### config.mk
export PLATFORM = sky130hd
export DESIGN_NAME = eplc_loader
export DESIGN_NICKNAME = d
export VERILOG_FILES = /design/src/eplc_pkg.sv /design/src/eplc_loader.sv /design/src/eplc_port_fields.sv
export VERILOG_INCLUDE_DIRS = /design/src
export SDC_FILE = /design/constraint.sdc
export NUM_CORES = 1
export LEC_CHECK = 0
export ABC_CLOCK_PERIOD_IN_PS = 2700
export BUFFER_PORTS_ARGS = -buffer_cell sky130_fd_sc_hd__clkbuf_2
export CORE_UTILIZATION = 56
export CTS_BUF_LIST = sky130_fd_sc_hd__clkbuf_16
export CTS_CLUSTER_SIZE = 14
export DETAILED_ROUTE_END_ITERATION = 16
export HOLD_SLACK_MARGIN = 0.03
export PLACE_DENSITY = 0.95
export SLEW_MARGIN = 30
export SYNTH_ARGS = -nofsm -noshare
export SYNTH_HDL_FRONTEND = slang
export SYNTH_SLANG_ARGS = --single-unit
### constraint.sdc
create_clock -name i_clk -period 2.7 [get_ports i_clk]
set_clock_uncertainty 0.05 [all_clocks]
set_input_delay 0.54 -clock i_clk [delete_from_list [all_inputs] [get_ports i_clk]]
set_output_delay 0.54 -clock i_clk [all_outputs]
set_load 0.02 [all_outputs]
### src/eplc_defines.svh
// eplc_defines.svh: preload word addresses, field positions, reset values
`ifndef EPLC_DEFINES_SVH
`define EPLC_DEFINES_SVH

// ----------------------------------------------------------------
// preload word addresses (port 0 base, next port two bytes on)
// ----------------------------------------------------------------
`define EPLC_ADDR_SLOT_BASE   8'h60
`define EPLC_ADDR_PWR_BASE    8'h70
`define EPLC_ADDR_PM_BASE     8'h80
`define EPLC_ADDR_STEP        8'h02

// ----------------------------------------------------------------
// slot word field positions
// ----------------------------------------------------------------
`define EPLC_SLOT_IMPL_BIT    0
`define EPLC_SLOT_CLK_BIT     1
`define EPLC_SLOT_DSI_BIT     2
`define EPLC_SLOT_LOW_PRIORITY_VC_COUNT_BIT    3
`define EPLC_SLOT_PNUM_LSB    4
`define EPLC_SLOT_PNUM_MSB    6
`define EPLC_SLOT_TCMAP_LSB   9
`define EPLC_SLOT_TCMAP_MSB   15

// ----------------------------------------------------------------
// power budget word field positions
// ----------------------------------------------------------------
`define EPLC_PWR_BASE_LSB     0
`define EPLC_PWR_BASE_MSB     7
`define EPLC_PWR_SCALE_LSB    8
`define EPLC_PWR_SCALE_MSB    9
`define EPLC_PWR_PMST_LSB     10
`define EPLC_PWR_PMST_MSB     11
`define EPLC_PWR_SYSALLOC_BIT 15

// ----------------------------------------------------------------
// power-management control word field positions
// ----------------------------------------------------------------
`define EPLC_PM_CTRL_LSB      0
`define EPLC_PM_CTRL_MSB      5
`define EPLC_PM_RXPOL_BIT     6
`define EPLC_PM_VGA_BIT       7
`define EPLC_PM_PHY_LSB       8
`define EPLC_PM_PHY_MSB       15

// ----------------------------------------------------------------
// reset values of the loaded fields
// ----------------------------------------------------------------
`define EPLC_RST_FLAG         1'h0
`define EPLC_RST_TCMAP        7'h00
`define EPLC_RST_BYTE         8'h00
`define EPLC_RST_PAIR         2'h0
`define EPLC_RST_PMCTRL       6'h00

`endif

### src/eplc_pkg.sv
// eplc_pkg.sv: types of the preload configuration loader
package eplc_pkg;

	typedef enum logic [2:0] {
		EPLC_LOAD   = 3'h1,
		EPLC_SETTLE = 3'h2,
		EPLC_READY  = 3'h4
	} eplc_state_type;

	typedef struct packed {
		eplc_state_type state;
		logic           ready;
	} eplc_ctl_type;

	typedef struct packed {
		logic       slot_impl;
		logic       slot_clk;
		logic       dsi;
		logic       low_priority_vc_count;
		logic [2:0] port_num;
		logic [6:0] tc_map;
		logic [7:0] base_power;
		logic [1:0] data_scale;
		logic [1:0] pm_state;
		logic       sys_alloc;
		logic [5:0] pm_ctrl;
		logic       rx_pol_dis;
		logic       vga_en;
		logic [7:0] phy_ctrl;
	} eplc_fields_type;

endpackage

### src/eplc_loader.sv
// eplc_loader.sv: preload word decoder and per-port configuration field store
//
// What this block does
// - slot word bit 0 sets the slot-implemented bit of ports 1 and 2.
// - slot word bit 1 sets the connector reference clock flag.
// - slot word bit 2 sets the device-specific initialization flag.
// - slot word bit 3 counts VC1 as a low-priority VC.
// - slot word bits 6:4 give the reported logical port number.
// - slot word bits 15:9 map traffic classes onto VC0.
// - words 70h, 72h, 74h give base power of ports 0, 1, 2.
// - power word bits 9:8 load the data scale field.
// - power word bits 11:10 load the power-management state field.
// - power word bit 15 loads the system-allocated flag.
// - word 80h bits 5:0 load port 0 link power-management controls.
// - pm word bit 6 disables receiver polarity inversion.
// - pm word bit 7 enables legacy VGA decoding.
// - pm word bits 15:8 load the vendor PHY control byte.
// - word 60h carries the slot layout for port 0.
// - words 82h and 84h carry the pm layout for ports 1, 2.
`timescale 1ns/100ps
`include "eplc_defines.svh"

module eplc_loader
	import eplc_pkg::*;
#(
	parameter int NUM_PORTS = 3
) (
	input  wire logic                   i_clk,
	input  wire logic                   i_rst,
	input  wire logic                   i_word_valid,
	input  wire logic [7:0]             i_word_addr,
	input  wire logic [15:0]            i_word_data,
	input  wire logic                   i_load_done,
	output logic                        o_cfg_ready,
	output logic [NUM_PORTS-1:0]        o_slot_impl,
	output logic [NUM_PORTS-1:0]        o_slot_clk,
	output logic [NUM_PORTS-1:0]        o_dsi,
	output logic [NUM_PORTS-1:0]        o_low_priority_vc_count,
	output logic [3*NUM_PORTS-1:0]      o_port_num,
	output logic [7*NUM_PORTS-1:0]      o_tc_map,
	output logic [8*NUM_PORTS-1:0]      o_base_power,
	output logic [2*NUM_PORTS-1:0]      o_data_scale,
	output logic [2*NUM_PORTS-1:0]      o_pm_state,
	output logic [NUM_PORTS-1:0]        o_sys_alloc,
	output logic [6*NUM_PORTS-1:0]      o_pm_ctrl,
	output logic [NUM_PORTS-1:0]        o_rx_pol_dis,
	output logic [NUM_PORTS-1:0]        o_vga_en,
	output logic [8*NUM_PORTS-1:0]      o_phy_ctrl
);

	// ----------------------------------------------------------------
	// load sequencing
	// ----------------------------------------------------------------
	eplc_ctl_type ctl;
	eplc_ctl_type next_ctl;
	logic         accept;

	// first address past the last slot word; the memory may send it and it must land nowhere
	localparam logic [7:0] ADDR_PAST_SLOTS = 8'(`EPLC_ADDR_SLOT_BASE + `EPLC_ADDR_STEP * NUM_PORTS);

	// words are taken only while loading; once the port answers the host,
	// a late word would change fields under a running driver, so it is dropped
	assign accept = (ctl.state == EPLC_LOAD) && i_word_valid;

	always_comb begin
		next_ctl = ctl;
		case (ctl.state)
			EPLC_LOAD: begin
				if (i_load_done) begin
					next_ctl.state = EPLC_SETTLE;
				end
			end
			EPLC_SETTLE: begin
				next_ctl.state = EPLC_READY;
				next_ctl.ready = 1'b1;
			end
			EPLC_READY: begin
				next_ctl.ready = 1'b1;
			end
			default: begin
				next_ctl.state = EPLC_LOAD;
				next_ctl.ready = 1'b0;
			end
		endcase
	end

	always_ff @(posedge i_clk) begin
		if (i_rst) begin
			ctl <= '{state: EPLC_LOAD, ready: 1'b0};
		end else begin
			ctl <= next_ctl;
		end
	end

	assign o_cfg_ready = ctl.ready;

	// ----------------------------------------------------------------
	// per-port word decode and field store
	// ----------------------------------------------------------------
	logic [NUM_PORTS-1:0] slot_we;
	logic [NUM_PORTS-1:0] pwr_we;
	logic [NUM_PORTS-1:0] pm_we;

	genvar p;
	generate
		for (p = 0; p < NUM_PORTS; p++) begin : g_port
			localparam logic [7:0] OFS = 8'(`EPLC_ADDR_STEP * p);

			assign slot_we[p] = accept && (i_word_addr == 8'(`EPLC_ADDR_SLOT_BASE + OFS));
			assign pwr_we[p]  = accept && (i_word_addr == 8'(`EPLC_ADDR_PWR_BASE + OFS));
			assign pm_we[p]   = accept && (i_word_addr == 8'(`EPLC_ADDR_PM_BASE + OFS));

			eplc_port_fields #(
				.PORT_ID (3'(p))
			) u_fields (
				.i_clk        (i_clk),
				.i_rst        (i_rst),
				.i_slot_we    (slot_we[p]),
				.i_pwr_we     (pwr_we[p]),
				.i_pm_we      (pm_we[p]),
				.i_data       (i_word_data),
				.o_slot_impl  (o_slot_impl[p]),
				.o_slot_clk   (o_slot_clk[p]),
				.o_dsi        (o_dsi[p]),
				.o_low_priority_vc_count       (o_low_priority_vc_count[p]),
				.o_port_num   (o_port_num[3*p +: 3]),
				.o_tc_map     (o_tc_map[7*p +: 7]),
				.o_base_power (o_base_power[8*p +: 8]),
				.o_data_scale (o_data_scale[2*p +: 2]),
				.o_pm_state   (o_pm_state[2*p +: 2]),
				.o_sys_alloc  (o_sys_alloc[p]),
				.o_pm_ctrl    (o_pm_ctrl[6*p +: 6]),
				.o_rx_pol_dis (o_rx_pol_dis[p]),
				.o_vga_en     (o_vga_en[p]),
				.o_phy_ctrl   (o_phy_ctrl[8*p +: 8])
			);

			// ----------------------------------------------------------------
			// checks per port
			// ----------------------------------------------------------------
			a_slot_impl_load: assert property (@(posedge i_clk) disable iff (i_rst)
				slot_we[p] |=> o_slot_impl[p] == ((p == 0) ? 1'b0 : $past(i_word_data[`EPLC_SLOT_IMPL_BIT])))
				else $error("slot implemented bit not loaded");
			a_slot_clk_load: assert property (@(posedge i_clk) disable iff (i_rst)
				slot_we[p] |=> o_slot_clk[p] == $past(i_word_data[`EPLC_SLOT_CLK_BIT]))
				else $error("slot clock bit not loaded");
			a_dsi_load: assert property (@(posedge i_clk) disable iff (i_rst)
				slot_we[p] |=> o_dsi[p] == $past(i_word_data[`EPLC_SLOT_DSI_BIT]))
				else $error("init required bit not loaded");
			a_low_priority_vc_count_load: assert property (@(posedge i_clk) disable iff (i_rst)
				slot_we[p] |=> o_low_priority_vc_count[p] == $past(i_word_data[`EPLC_SLOT_LOW_PRIORITY_VC_COUNT_BIT]))
				else $error("low priority vc bit not loaded");
			a_port_num_load: assert property (@(posedge i_clk) disable iff (i_rst)
				slot_we[p] |=> o_port_num[3*p +: 3] ==
					$past(i_word_data[`EPLC_SLOT_PNUM_MSB:`EPLC_SLOT_PNUM_LSB]))
				else $error("port number not loaded");
			a_tc_map_load: assert property (@(posedge i_clk) disable iff (i_rst)
				slot_we[p] |=> o_tc_map[7*p +: 7] ==
					$past(i_word_data[`EPLC_SLOT_TCMAP_MSB:`EPLC_SLOT_TCMAP_LSB]))
				else $error("tc map not loaded");
			a_base_power_load: assert property (@(posedge i_clk) disable iff (i_rst)
				pwr_we[p] |=> o_base_power[8*p +: 8] ==
					$past(i_word_data[`EPLC_PWR_BASE_MSB:`EPLC_PWR_BASE_LSB]))
				else $error("base power not loaded");
			a_data_scale_load: assert property (@(posedge i_clk) disable iff (i_rst)
				pwr_we[p] |=> o_data_scale[2*p +: 2] ==
					$past(i_word_data[`EPLC_PWR_SCALE_MSB:`EPLC_PWR_SCALE_LSB]))
				else $error("data scale not loaded");
			a_pm_state_load: assert property (@(posedge i_clk) disable iff (i_rst)
				pwr_we[p] |=> o_pm_state[2*p +: 2] ==
					$past(i_word_data[`EPLC_PWR_PMST_MSB:`EPLC_PWR_PMST_LSB]))
				else $error("pm state not loaded");
			a_sys_alloc_load: assert property (@(posedge i_clk) disable iff (i_rst)
				pwr_we[p] |=> o_sys_alloc[p] == $past(i_word_data[`EPLC_PWR_SYSALLOC_BIT]))
				else $error("system allocated bit not loaded");
			a_pm_ctrl_load: assert property (@(posedge i_clk) disable iff (i_rst)
				pm_we[p] |=> o_pm_ctrl[6*p +: 6] ==
					$past(i_word_data[`EPLC_PM_CTRL_MSB:`EPLC_PM_CTRL_LSB]))
				else $error("pm control not loaded");
			a_rx_pol_load: assert property (@(posedge i_clk) disable iff (i_rst)
				pm_we[p] |=> o_rx_pol_dis[p] == $past(i_word_data[`EPLC_PM_RXPOL_BIT]))
				else $error("rx polarity disable not loaded");
			a_vga_load: assert property (@(posedge i_clk) disable iff (i_rst)
				pm_we[p] |=> o_vga_en[p] == $past(i_word_data[`EPLC_PM_VGA_BIT]))
				else $error("vga decode bit not loaded");
			a_phy_ctrl_load: assert property (@(posedge i_clk) disable iff (i_rst)
				pm_we[p] |=> o_phy_ctrl[8*p +: 8] ==
					$past(i_word_data[`EPLC_PM_PHY_MSB:`EPLC_PM_PHY_LSB]))
				else $error("vendor phy byte not loaded");
			a_slot_addr_decode: assert property (@(posedge i_clk) disable iff (i_rst)
				slot_we[p] |-> i_word_addr == 8'(`EPLC_ADDR_SLOT_BASE + OFS))
				else $error("slot word taken at wrong address");
			a_pm_addr_decode: assert property (@(posedge i_clk) disable iff (i_rst)
				pm_we[p] |-> i_word_addr == 8'(`EPLC_ADDR_PM_BASE + OFS))
				else $error("pm word taken at wrong address");
			a_fields_hold: assert property (@(posedge i_clk) disable iff (i_rst)
				!slot_we[p] && !pwr_we[p] && !pm_we[p] |=>
					$stable(o_port_num[3*p +: 3]) && $stable(o_base_power[8*p +: 8])
					&& $stable(o_phy_ctrl[8*p +: 8]) && $stable(o_tc_map[7*p +: 7]))
				else $error("field changed without its word");

			// one check per word kind: a field may move only at the edge after its own word
			a_pwr_addr_decode: assert property (@(posedge i_clk) disable iff (i_rst)
				pwr_we[p] |-> i_word_addr == 8'(`EPLC_ADDR_PWR_BASE + OFS))
				else $error("power word taken at wrong address");
			a_slot_hold: assert property (@(posedge i_clk) disable iff (i_rst)
				!slot_we[p] |=>
					$stable(o_slot_impl[p]) && $stable(o_slot_clk[p])
					&& $stable(o_dsi[p]) && $stable(o_low_priority_vc_count[p])
					&& $stable(o_port_num[3*p +: 3]) && $stable(o_tc_map[7*p +: 7]))
				else $error("slot field changed without slot word");
			a_pwr_hold: assert property (@(posedge i_clk) disable iff (i_rst)
				!pwr_we[p] |=>
					$stable(o_base_power[8*p +: 8]) && $stable(o_data_scale[2*p +: 2])
					&& $stable(o_pm_state[2*p +: 2]) && $stable(o_sys_alloc[p]))
				else $error("power field changed without power word");
			a_pm_hold: assert property (@(posedge i_clk) disable iff (i_rst)
				!pm_we[p] |=>
					$stable(o_pm_ctrl[6*p +: 6]) && $stable(o_rx_pol_dis[p])
					&& $stable(o_vga_en[p]) && $stable(o_phy_ctrl[8*p +: 8]))
				else $error("pm field changed without pm word");
			// a late word must not reach a port that already answers the host
			a_late_word_dropped: assert property (@(posedge i_clk) disable iff (i_rst)
				o_cfg_ready |=> $stable(o_base_power[8*p +: 8]) && $stable(o_phy_ctrl[8*p +: 8])
					&& $stable(o_tc_map[7*p +: 7]) && $stable(o_slot_clk[p]))
				else $error("field changed after config ready");
			a_reset_fields: assert property (@(posedge i_clk) disable iff (i_rst)
				$fell(i_rst) |-> o_port_num[3*p +: 3] == 3'(p) && o_tc_map[7*p +: 7] == `EPLC_RST_TCMAP
					&& o_phy_ctrl[8*p +: 8] == `EPLC_RST_BYTE && o_base_power[8*p +: 8] == `EPLC_RST_BYTE)
				else $error("field not at reset value after reset");
			// the upstream port has no slot, so its bit never loads
			if (p == 0) begin : g_upstream
				a_upstream_no_slot: assert property (@(posedge i_clk) disable iff (i_rst)
					o_slot_impl[p] == 1'b0)
					else $error("slot implemented set on upstream port");
			end
		end
	endgenerate

	// ----------------------------------------------------------------
	// sequencing checks and covers
	// ----------------------------------------------------------------
	a_ready_after_done: assert property (@(posedge i_clk) disable iff (i_rst)
		(ctl.state == EPLC_LOAD) && i_load_done |-> !o_cfg_ready ##1 !o_cfg_ready ##1 o_cfg_ready)
		else $error("config ready not two cycles after load done");
	a_no_write_ready: assert property (@(posedge i_clk) disable iff (i_rst)
		o_cfg_ready |-> !(|slot_we) && !(|pwr_we) && !(|pm_we))
		else $error("word taken after config ready");
	a_ready_sticky: assert property (@(posedge i_clk) disable iff (i_rst)
		o_cfg_ready |=> o_cfg_ready)
		else $error("config ready dropped without reset");
	a_state_onehot: assert property (@(posedge i_clk) disable iff (i_rst)
		$onehot(ctl.state))
		else $error("load state not one-hot");
	a_ready_state: assert property (@(posedge i_clk) disable iff (i_rst)
		o_cfg_ready == (ctl.state == EPLC_READY))
		else $error("config ready disagrees with state");
	a_load_waits: assert property (@(posedge i_clk) disable iff (i_rst)
		(ctl.state == EPLC_LOAD) && !i_load_done |=> ctl.state == EPLC_LOAD)
		else $error("load ended without load done");
	a_settle_once: assert property (@(posedge i_clk) disable iff (i_rst)
		(ctl.state == EPLC_SETTLE) |=> ctl.state == EPLC_READY)
		else $error("settle lasted more than one cycle");
	// a repeated load done must not restart loading
	a_done_ignored: assert property (@(posedge i_clk) disable iff (i_rst)
		(ctl.state != EPLC_LOAD) |=> ctl.state != EPLC_LOAD)
		else $error("loading restarted without reset");
	a_reset_state: assert property (@(posedge i_clk) disable iff (i_rst)
		$fell(i_rst) |-> ctl.state == EPLC_LOAD && !o_cfg_ready)
		else $error("load state not cleared by reset");
	a_settle_no_word: assert property (@(posedge i_clk) disable iff (i_rst)
		(ctl.state == EPLC_SETTLE) && i_word_valid |-> !(|slot_we) && !(|pwr_we) && !(|pm_we))
		else $error("word taken while settling");
	// a word in the cycle of load done still counts
	a_word_at_done: assert property (@(posedge i_clk) disable iff (i_rst)
		(ctl.state == EPLC_LOAD) && i_load_done && i_word_valid && i_word_addr == `EPLC_ADDR_PM_BASE |-> pm_we[0])
		else $error("word beside load done dropped");
	// odd addresses and the word past the last slot word map to no field
	a_refused_addr: assert property (@(posedge i_clk) disable iff (i_rst)
		i_word_valid && (i_word_addr[0] || i_word_addr == ADDR_PAST_SLOTS)
			|-> !(|slot_we) && !(|pwr_we) && !(|pm_we))
		else $error("word taken at unmapped address");

	c_slot_port2: cover property (@(posedge i_clk) disable iff (i_rst)
		slot_we[NUM_PORTS-1] ##[1:20] o_cfg_ready);
	c_all_kinds: cover property (@(posedge i_clk) disable iff (i_rst)
		(|slot_we) ##[1:10] (|pwr_we) ##[1:10] (|pm_we));
	c_late_word: cover property (@(posedge i_clk) disable iff (i_rst)
		o_cfg_ready && i_word_valid);
	c_no_words: cover property (@(posedge i_clk) disable iff (i_rst)
		$rose(o_cfg_ready) && o_port_num[2:0] == 3'h0);
	c_word_at_done: cover property (@(posedge i_clk) disable iff (i_rst)
		accept && i_load_done);

endmodule // eplc_loader

### src/eplc_port_fields.sv
// eplc_port_fields.sv: loaded configuration fields of one port
`timescale 1ns/100ps
`include "eplc_defines.svh"

module eplc_port_fields
	import eplc_pkg::*;
#(
	parameter logic [2:0] PORT_ID = 3'h0
) (
	input  wire logic        i_clk,
	input  wire logic        i_rst,
	input  wire logic        i_slot_we,
	input  wire logic        i_pwr_we,
	input  wire logic        i_pm_we,
	input  wire logic [15:0] i_data,
	output logic             o_slot_impl,
	output logic             o_slot_clk,
	output logic             o_dsi,
	output logic             o_low_priority_vc_count,
	output logic [2:0]       o_port_num,
	output logic [6:0]       o_tc_map,
	output logic [7:0]       o_base_power,
	output logic [1:0]       o_data_scale,
	output logic [1:0]       o_pm_state,
	output logic             o_sys_alloc,
	output logic [5:0]       o_pm_ctrl,
	output logic             o_rx_pol_dis,
	output logic             o_vga_en,
	output logic [7:0]       o_phy_ctrl
);

	// port number resets to the physical index until a slot word renames it
	localparam eplc_fields_type RST_FIELDS = '{
		slot_impl:  `EPLC_RST_FLAG,
		slot_clk:   `EPLC_RST_FLAG,
		dsi:        `EPLC_RST_FLAG,
		low_priority_vc_count:       `EPLC_RST_FLAG,
		port_num:   PORT_ID,
		tc_map:     `EPLC_RST_TCMAP,
		base_power: `EPLC_RST_BYTE,
		data_scale: `EPLC_RST_PAIR,
		pm_state:   `EPLC_RST_PAIR,
		sys_alloc:  `EPLC_RST_FLAG,
		pm_ctrl:    `EPLC_RST_PMCTRL,
		rx_pol_dis: `EPLC_RST_FLAG,
		vga_en:     `EPLC_RST_FLAG,
		phy_ctrl:   `EPLC_RST_BYTE
	};

	eplc_fields_type f;
	eplc_fields_type next_f;

	always_comb begin
		next_f = f;
		if (i_slot_we) begin
			// downstream slots only
			// the upstream port has no slot, so bit 0 of its slot word is ignored
			if (PORT_ID != 3'h0) begin
				next_f.slot_impl = i_data[`EPLC_SLOT_IMPL_BIT];
			end
			next_f.slot_clk  = i_data[`EPLC_SLOT_CLK_BIT];
			next_f.dsi       = i_data[`EPLC_SLOT_DSI_BIT];
			next_f.low_priority_vc_count      = i_data[`EPLC_SLOT_LOW_PRIORITY_VC_COUNT_BIT];
			next_f.port_num  = i_data[`EPLC_SLOT_PNUM_MSB:`EPLC_SLOT_PNUM_LSB];
			next_f.tc_map    = i_data[`EPLC_SLOT_TCMAP_MSB:`EPLC_SLOT_TCMAP_LSB];
		end
		if (i_pwr_we) begin
			next_f.base_power = i_data[`EPLC_PWR_BASE_MSB:`EPLC_PWR_BASE_LSB];
			next_f.data_scale = i_data[`EPLC_PWR_SCALE_MSB:`EPLC_PWR_SCALE_LSB];
			next_f.pm_state   = i_data[`EPLC_PWR_PMST_MSB:`EPLC_PWR_PMST_LSB];
			next_f.sys_alloc  = i_data[`EPLC_PWR_SYSALLOC_BIT];
		end
		if (i_pm_we) begin
			next_f.pm_ctrl    = i_data[`EPLC_PM_CTRL_MSB:`EPLC_PM_CTRL_LSB];
			next_f.rx_pol_dis = i_data[`EPLC_PM_RXPOL_BIT];
			next_f.vga_en     = i_data[`EPLC_PM_VGA_BIT];
			next_f.phy_ctrl   = i_data[`EPLC_PM_PHY_MSB:`EPLC_PM_PHY_LSB];
		end
	end

	always_ff @(posedge i_clk) begin
		if (i_rst) begin
			f <= RST_FIELDS;
		end else begin
			f <= next_f;
		end
	end

	assign o_slot_impl  = f.slot_impl;
	assign o_slot_clk   = f.slot_clk;
	assign o_dsi        = f.dsi;
	assign o_low_priority_vc_count       = f.low_priority_vc_count;
	assign o_port_num   = f.port_num;
	assign o_tc_map     = f.tc_map;
	assign o_base_power = f.base_power;
	assign o_data_scale = f.data_scale;
	assign o_pm_state   = f.pm_state;
	assign o_sys_alloc  = f.sys_alloc;
	assign o_pm_ctrl    = f.pm_ctrl;
	assign o_rx_pol_dis = f.rx_pol_dis;
	assign o_vga_en     = f.vga_en;
	assign o_phy_ctrl   = f.phy_ctrl;

endmodule // eplc_port_fields
==> report_table.html <==
<table>
<tr><th>Metric</th><th>Value</th></tr>
<tr><th colspan="2">Synthesis</th></tr>
<tr><td>Largest family of logic cells by synthesized area</td><td>multiplexers</td></tr>
<tr><td>Net count of the mapped netlist</td><td>522</td></tr>
<tr><td>Syn. warnings</td><td>0</td></tr>
<tr><td>Adder-cell share of the synthesized area</td><td>0</td></tr>
<tr><td>Synthesized area</td><td>5570 µm²</td></tr>
<tr><td>Mean instance size in the synthesized netlist</td><td>11.3 µm²</td></tr>
<tr><td>Distinct cell type count after synthesis</td><td>23</td></tr>
<tr><td>Post-Synth Simple-Gate Area</td><td>0.221</td></tr>
<tr><td>Xor and xnor area share after synthesis</td><td>0.00157</td></tr>
<tr><td>Compound-gate portion of the synthesized area</td><td>0.00495</td></tr>
<tr><td>Post-Synthesis Cells</td><td>494</td></tr>
<tr><td>Total of flip-flops plus latches after synthesis</td><td>132</td></tr>
<tr><td>Fraction of synthesized cell area taken by the top area cell type</td><td>0.475</td></tr>
<tr><td>Post-synthesis mux area share</td><td>0.230</td></tr>
<tr><td>Post-synthesis sequential area ratio</td><td>0.475</td></tr>
<tr><td>Biggest area consumer among synthesized cells</td><td>dfxtp_1</td></tr>
<tr><td>Top cells by area in the synthesized netlist</td><td>dfxtp_1 (47%), mux2i_1 (23%), nand2b_1 (16%), buf_4 (3.5%), nand4_4 (3.4%)</td></tr>
<tr><th colspan="2">Layout</th></tr>
<tr><td>Fraction of final layout cells sized beyond drive strength 1</td><td>0.324</td></tr>
<tr><td>Diodes inserted</td><td>0</td></tr>
<tr><td>Net total in the final layout</td><td>642</td></tr>
<tr><td>Final cell count without fillers</td><td>760</td></tr>
<tr><td>Area added between synthesis and finish</td><td>22.2%</td></tr>
<tr><th colspan="2">Power</th></tr>
<tr><td>Cell-internal power</td><td>0.00358 W</td></tr>
<tr><td>Clock network power share</td><td>0.534</td></tr>
<tr><td>Share of total power in sequential cells</td><td>0.427</td></tr>
<tr><td>NetSw</td><td>0.00101 W</td></tr>
<tr><td>LEAKAGE</td><td>3.67 nW</td></tr>
<tr><td>Largest voltage drop on the vdd net</td><td>0.000323 V</td></tr>
<tr><td>Switching part of the total</td><td>0.220</td></tr>
<tr><td>Overall Power</td><td>0.00459 W</td></tr>
<tr><td>Logic pwr share</td><td>0.039</td></tr>
<tr><td>Pwr dens</td><td>675 nW/µm²</td></tr>
<tr><th colspan="2">Die</th></tr>
<tr><td>Die area</td><td>10300 µm²</td></tr>
<tr><td>Standard-cell rows</td><td>36</td></tr>
<tr><td>Starting Density</td><td>0.575</td></tr>
<tr><td>Die boundary height</td><td>102 µm</td></tr>
<tr><td>Placeable Area</td><td>9680 µm²</td></tr>
<tr><td>Num ports</td><td>158</td></tr>
<tr><td>Die boundary width</td><td>102 µm</td></tr>
<tr><th colspan="2">STA</th></tr>
<tr><td>Unrepaired setup endpoints after global routing</td><td>no</td></tr>
<tr><td>Final setup slack of the worst path</td><td>0.787 ns</td></tr>
<tr><td>Max Fclk</td><td>523 MHz</td></tr>
<tr><td>Final-report hold violation count</td><td>0</td></tr>
<tr><td>Setup Total Neg Slack</td><td>0 ns</td></tr>
<tr><td>Final setup violation count</td><td>0</td></tr>
<tr><td>Post-Route Hold Slack</td><td>0.367 ns</td></tr>
<tr><td>Period Utilization, post-route</td><td>0.708</td></tr>
<tr><td>Shortest clock period the worst path allows after layout</td><td>1.91 ns</td></tr>
<tr><td>Max-slew headroom</td><td>0.617</td></tr>
<tr><td>Pins over their slew limit</td><td>0</td></tr>
<tr><td>Worst-margin pin slew</td><td>0.575 ns</td></tr>
<tr><th colspan="2">Drt</th></tr>
<tr><td>Vias after detailed routing</td><td>3927</td></tr>
<tr><td>DRC violation count after routing</td><td>0</td></tr>
<tr><td>Number of routed nets with antenna violations</td><td>0</td></tr>
<tr><td>DRT Pass-1 Iters</td><td>4</td></tr>
<tr><td>Drt first-iter violations</td><td>118</td></tr>
<tr><td>Post-detailed-route wirelength per cell</td><td>17.8 µm</td></tr>
<tr><td>Vias per Instance</td><td>5.17</td></tr>
<tr><td>Routed Wire Length</td><td>13.5 mm</td></tr>
<tr><th colspan="2">Placed design</th></tr>
<tr><td># placed instances</td><td>728</td></tr>
<tr><td>Setup Slack @ Placement</td><td>0.601 ns</td></tr>
<tr><td>Routability cong.</td><td>0.759</td></tr>
<tr><td>Buffers on Ports</td><td>156</td></tr>
<tr><td>Final HPWL DP</td><td>9.26 mm</td></tr>
<tr><th colspan="2">Global route</th></tr>
<tr><td>Overall fraction of global-route tracks in use</td><td>0.274</td></tr>
<tr><td>Wire length of the first global-routing pass</td><td>20.9 mm</td></tr>
<tr><td>Pin count of the biggest net entering global routing</td><td>57</td></tr>
<tr><td>Total congestion overflow</td><td>0</td></tr>
<tr><td>Antenna violations before repair</td><td>0</td></tr>
<tr><td>Number of global-route vias before repair</td><td>4002</td></tr>
<tr><th colspan="2">Setup path</th></tr>
<tr><td>Worst endpoint required time</td><td>2.97 ns</td></tr>
<tr><td>Class of the most critical setup path</td><td>register to register</td></tr>
<tr><td>Category of the worst setup path launch point</td><td>register</td></tr>
<tr><td>Worst R2R Path Depth</td><td>4</td></tr>
<tr><td>Data arrival, critical path</td><td>2.18 ns</td></tr>
<tr><td>Cell with the largest stage delay on the worst path</td><td>nand4_4</td></tr>
<tr><td>Worst path max stage delay</td><td>0.40 ns</td></tr>
<tr><td>CP endpoint kind</td><td>register</td></tr>
<tr><td>Cell-by-cell listing of the critical path</td><td>nor4b_4 -&gt; buf_4 -&gt; nand4_4 -&gt; mux2i_1</td></tr>
<tr><td>Crit Path Max Fanout</td><td>16</td></tr>
<tr><th colspan="2">Flow run</th></tr>
<tr><td>Maximum Capacitance Violations</td><td>0</td></tr>
<tr><th colspan="2">Clocking</th></tr>
<tr><td>Maximum clock path buffer count</td><td>2</td></tr>
<tr><td>H-tree depth</td><td>4</td></tr>
<tr><td>CTS tree</td><td>built</td></tr>
<tr><td>Post-CTS resize count</td><td>0</td></tr>
<tr><td>Later-pin clock latency in the skew report</td><td>0.42 ns</td></tr>
<tr><td># clock sinks</td><td>132</td></tr>
<tr><td>Clock input transition at the sequential cells of the worst setup and hold paths</td><td>0.06 ns</td></tr>
<tr><td>Number of buffers created by CTS</td><td>17</td></tr>
<tr><td>Clock Root Buffer</td><td>clkbuf_16</td></tr>
<tr><td>Post-CTS Repair Setup Buffers</td><td>0</td></tr>
<tr><td>Hold-fix buffers at CTS</td><td>0</td></tr>
<tr><th colspan="2">Hold path</th></tr>
<tr><td>Class of the tightest hold or removal check</td><td>primary input to register</td></tr>
<tr><td>Instance count along the most critical hold path</td><td>3</td></tr>
<tr><th colspan="2">Status</th></tr>
<tr><td>Status</td><td>complete, no violations</td></tr>
</table>
## per-stage QoR
stage	utilization	area (µm²)
floorplan	-	5570
global placement	0.637	6170
detailed placement	0.637	6170
CTS	0.702	6800
global route	0.702	6800
finish	0.702	6800
## synthesized netlist by cell type (all sizes together)
cell / count
mux2i: 128
and4b: 1
and2b: 2
nand3b: 2
a21oi: 2
buf: 36
nor4b: 2
nand4: 9
dfxtp: 132
conb: 1
nor3b: 1
nor3: 2
nor2b: 1
o21ba: 1
and4bb: 1
o21bai: 1
clkbuf: 23
nand2b: 143
nor2: 5
xnor2: 1
## critical path, delay by kind of cell (launching register included)
family,cells,cell delay (ns)
buf+inv,1,0.30
flops,1,0.38
mux,1,0.35
simple gates,2,0.71
## per-layer routing
metal	vias up	wire length (µm)	track usage
met3	25	740	0.0801
met1	1920	5560	0.318
li1	1853	-	-
met4	0	293	0.114
met2	129	6940	0.470
met5	-	0	0
## flip-flops by register name, summed over array words and instances (netlist names)
signal,count
g_port.u_fields.o_dsi,3
g_port.u_fields.o_slot_impl,2
g_port.u_fields.o_port_num,9
g_port.u_fields.o_pm_ctrl,18
g_port.u_fields.o_slot_clk,3
g_port.u_fields.o_pm_state,6
g_port.u_fields.o_vga_en,3
ctl,3
g_port.u_fields.o_data_scale,6
g_port.u_fields.o_low_priority_vc_count,3
g_port.u_fields.o_phy_ctrl,24
g_port.u_fields.o_base_power,24
g_port.u_fields.o_tc_map,21
g_port.u_fields.o_sys_alloc,3
o_cfg_ready,1
g_port.u_fields.o_rx_pol_dis,3
## worst paths after layout
check / startpoint / endpoint / slack [ns]
setup / recovery: ctl[3]$_SDFFE_PP0P_ / g_port[0].u_fields.o_phy_ctrl[4]$_SDFFE_PP0P_ / 0.79
hold / removal: i_word_data[4] / g_port[1].u_fields.o_port_num[0]$_SDFFE_PP1P_ / 0.37
setup reg to reg: ctl[3]$_SDFFE_PP0P_ / g_port[0].u_fields.o_phy_ctrl[4]$_SDFFE_PP0P_ / 0.79
hold reg to reg: g_port[1].u_fields.o_port_num[2]$_SDFFE_PP0P_ / g_port[1].u_fields.o_port_num[2]$_SDFFE_PP0P_ / 0.42
## logic make-up (layout without fill, tap and decap cells)
family | after synthesis | in the layout
multiplexers | 128 | 128
AO/OA/AOI/OAI | 4 | 4
flip-flops | 132 | 132
buffers and inverters | 59 | 192
other | 1 | 1
XOR/XNOR | 1 | 1
AND/OR/NAND/NOR | 169 | 169
## power by group through the flow
stage | clock (W) | combinational, W | sequential [W]
floorplan | 0 | 0.000127 | 0.00200
global placement | 0 | 0.000175 | 0.00200
detailed placement | 0 | 0.000180 | 0.00200
CTS | 0.00247 | 0.000181 | 0.00196
global route | 0.00255 | 0.000193 | 0.00196
finish | 0.00245 | 0.000181 | 0.00196
## area by class of cell
| type | instances | area, µm² |
|---|---|---|
| multi-input cells | 303 | 2550 |
| flip-flops and latches | 132 | 2640 |
| clock inverters | 15 | 204 |
| repair buffers | 160 | 813 |
| fillers | 709 | 2880 |
| well taps | 133 | 166 |
| clock buffers | 17 | 425 |
## placed cells by master (no fill, tap or decap)
master	n
conb_1	1
a21oi_1	2
nor2b_1	1
clkbuf_16	17
clkinv_1	1
nor2_1	5
bufinv_16	4
clkinvlp_4	2
nor3b_1	1
nor4b_4	2
and4b_1	1
inv_1	1
buf_4	5
nor3_1	2
and2b_1	2
and4bb_2	1
xnor2_1	1
o21bai_1	1
inv_6	4
clkinv_4	3
dfxtp_1	132
o21ba_2	1
nand2b_1	143
nand3b_1	2
mux2i_1	128
clkbuf_2	155
nand4_4	9
Power figures use the tool's default switching activity.
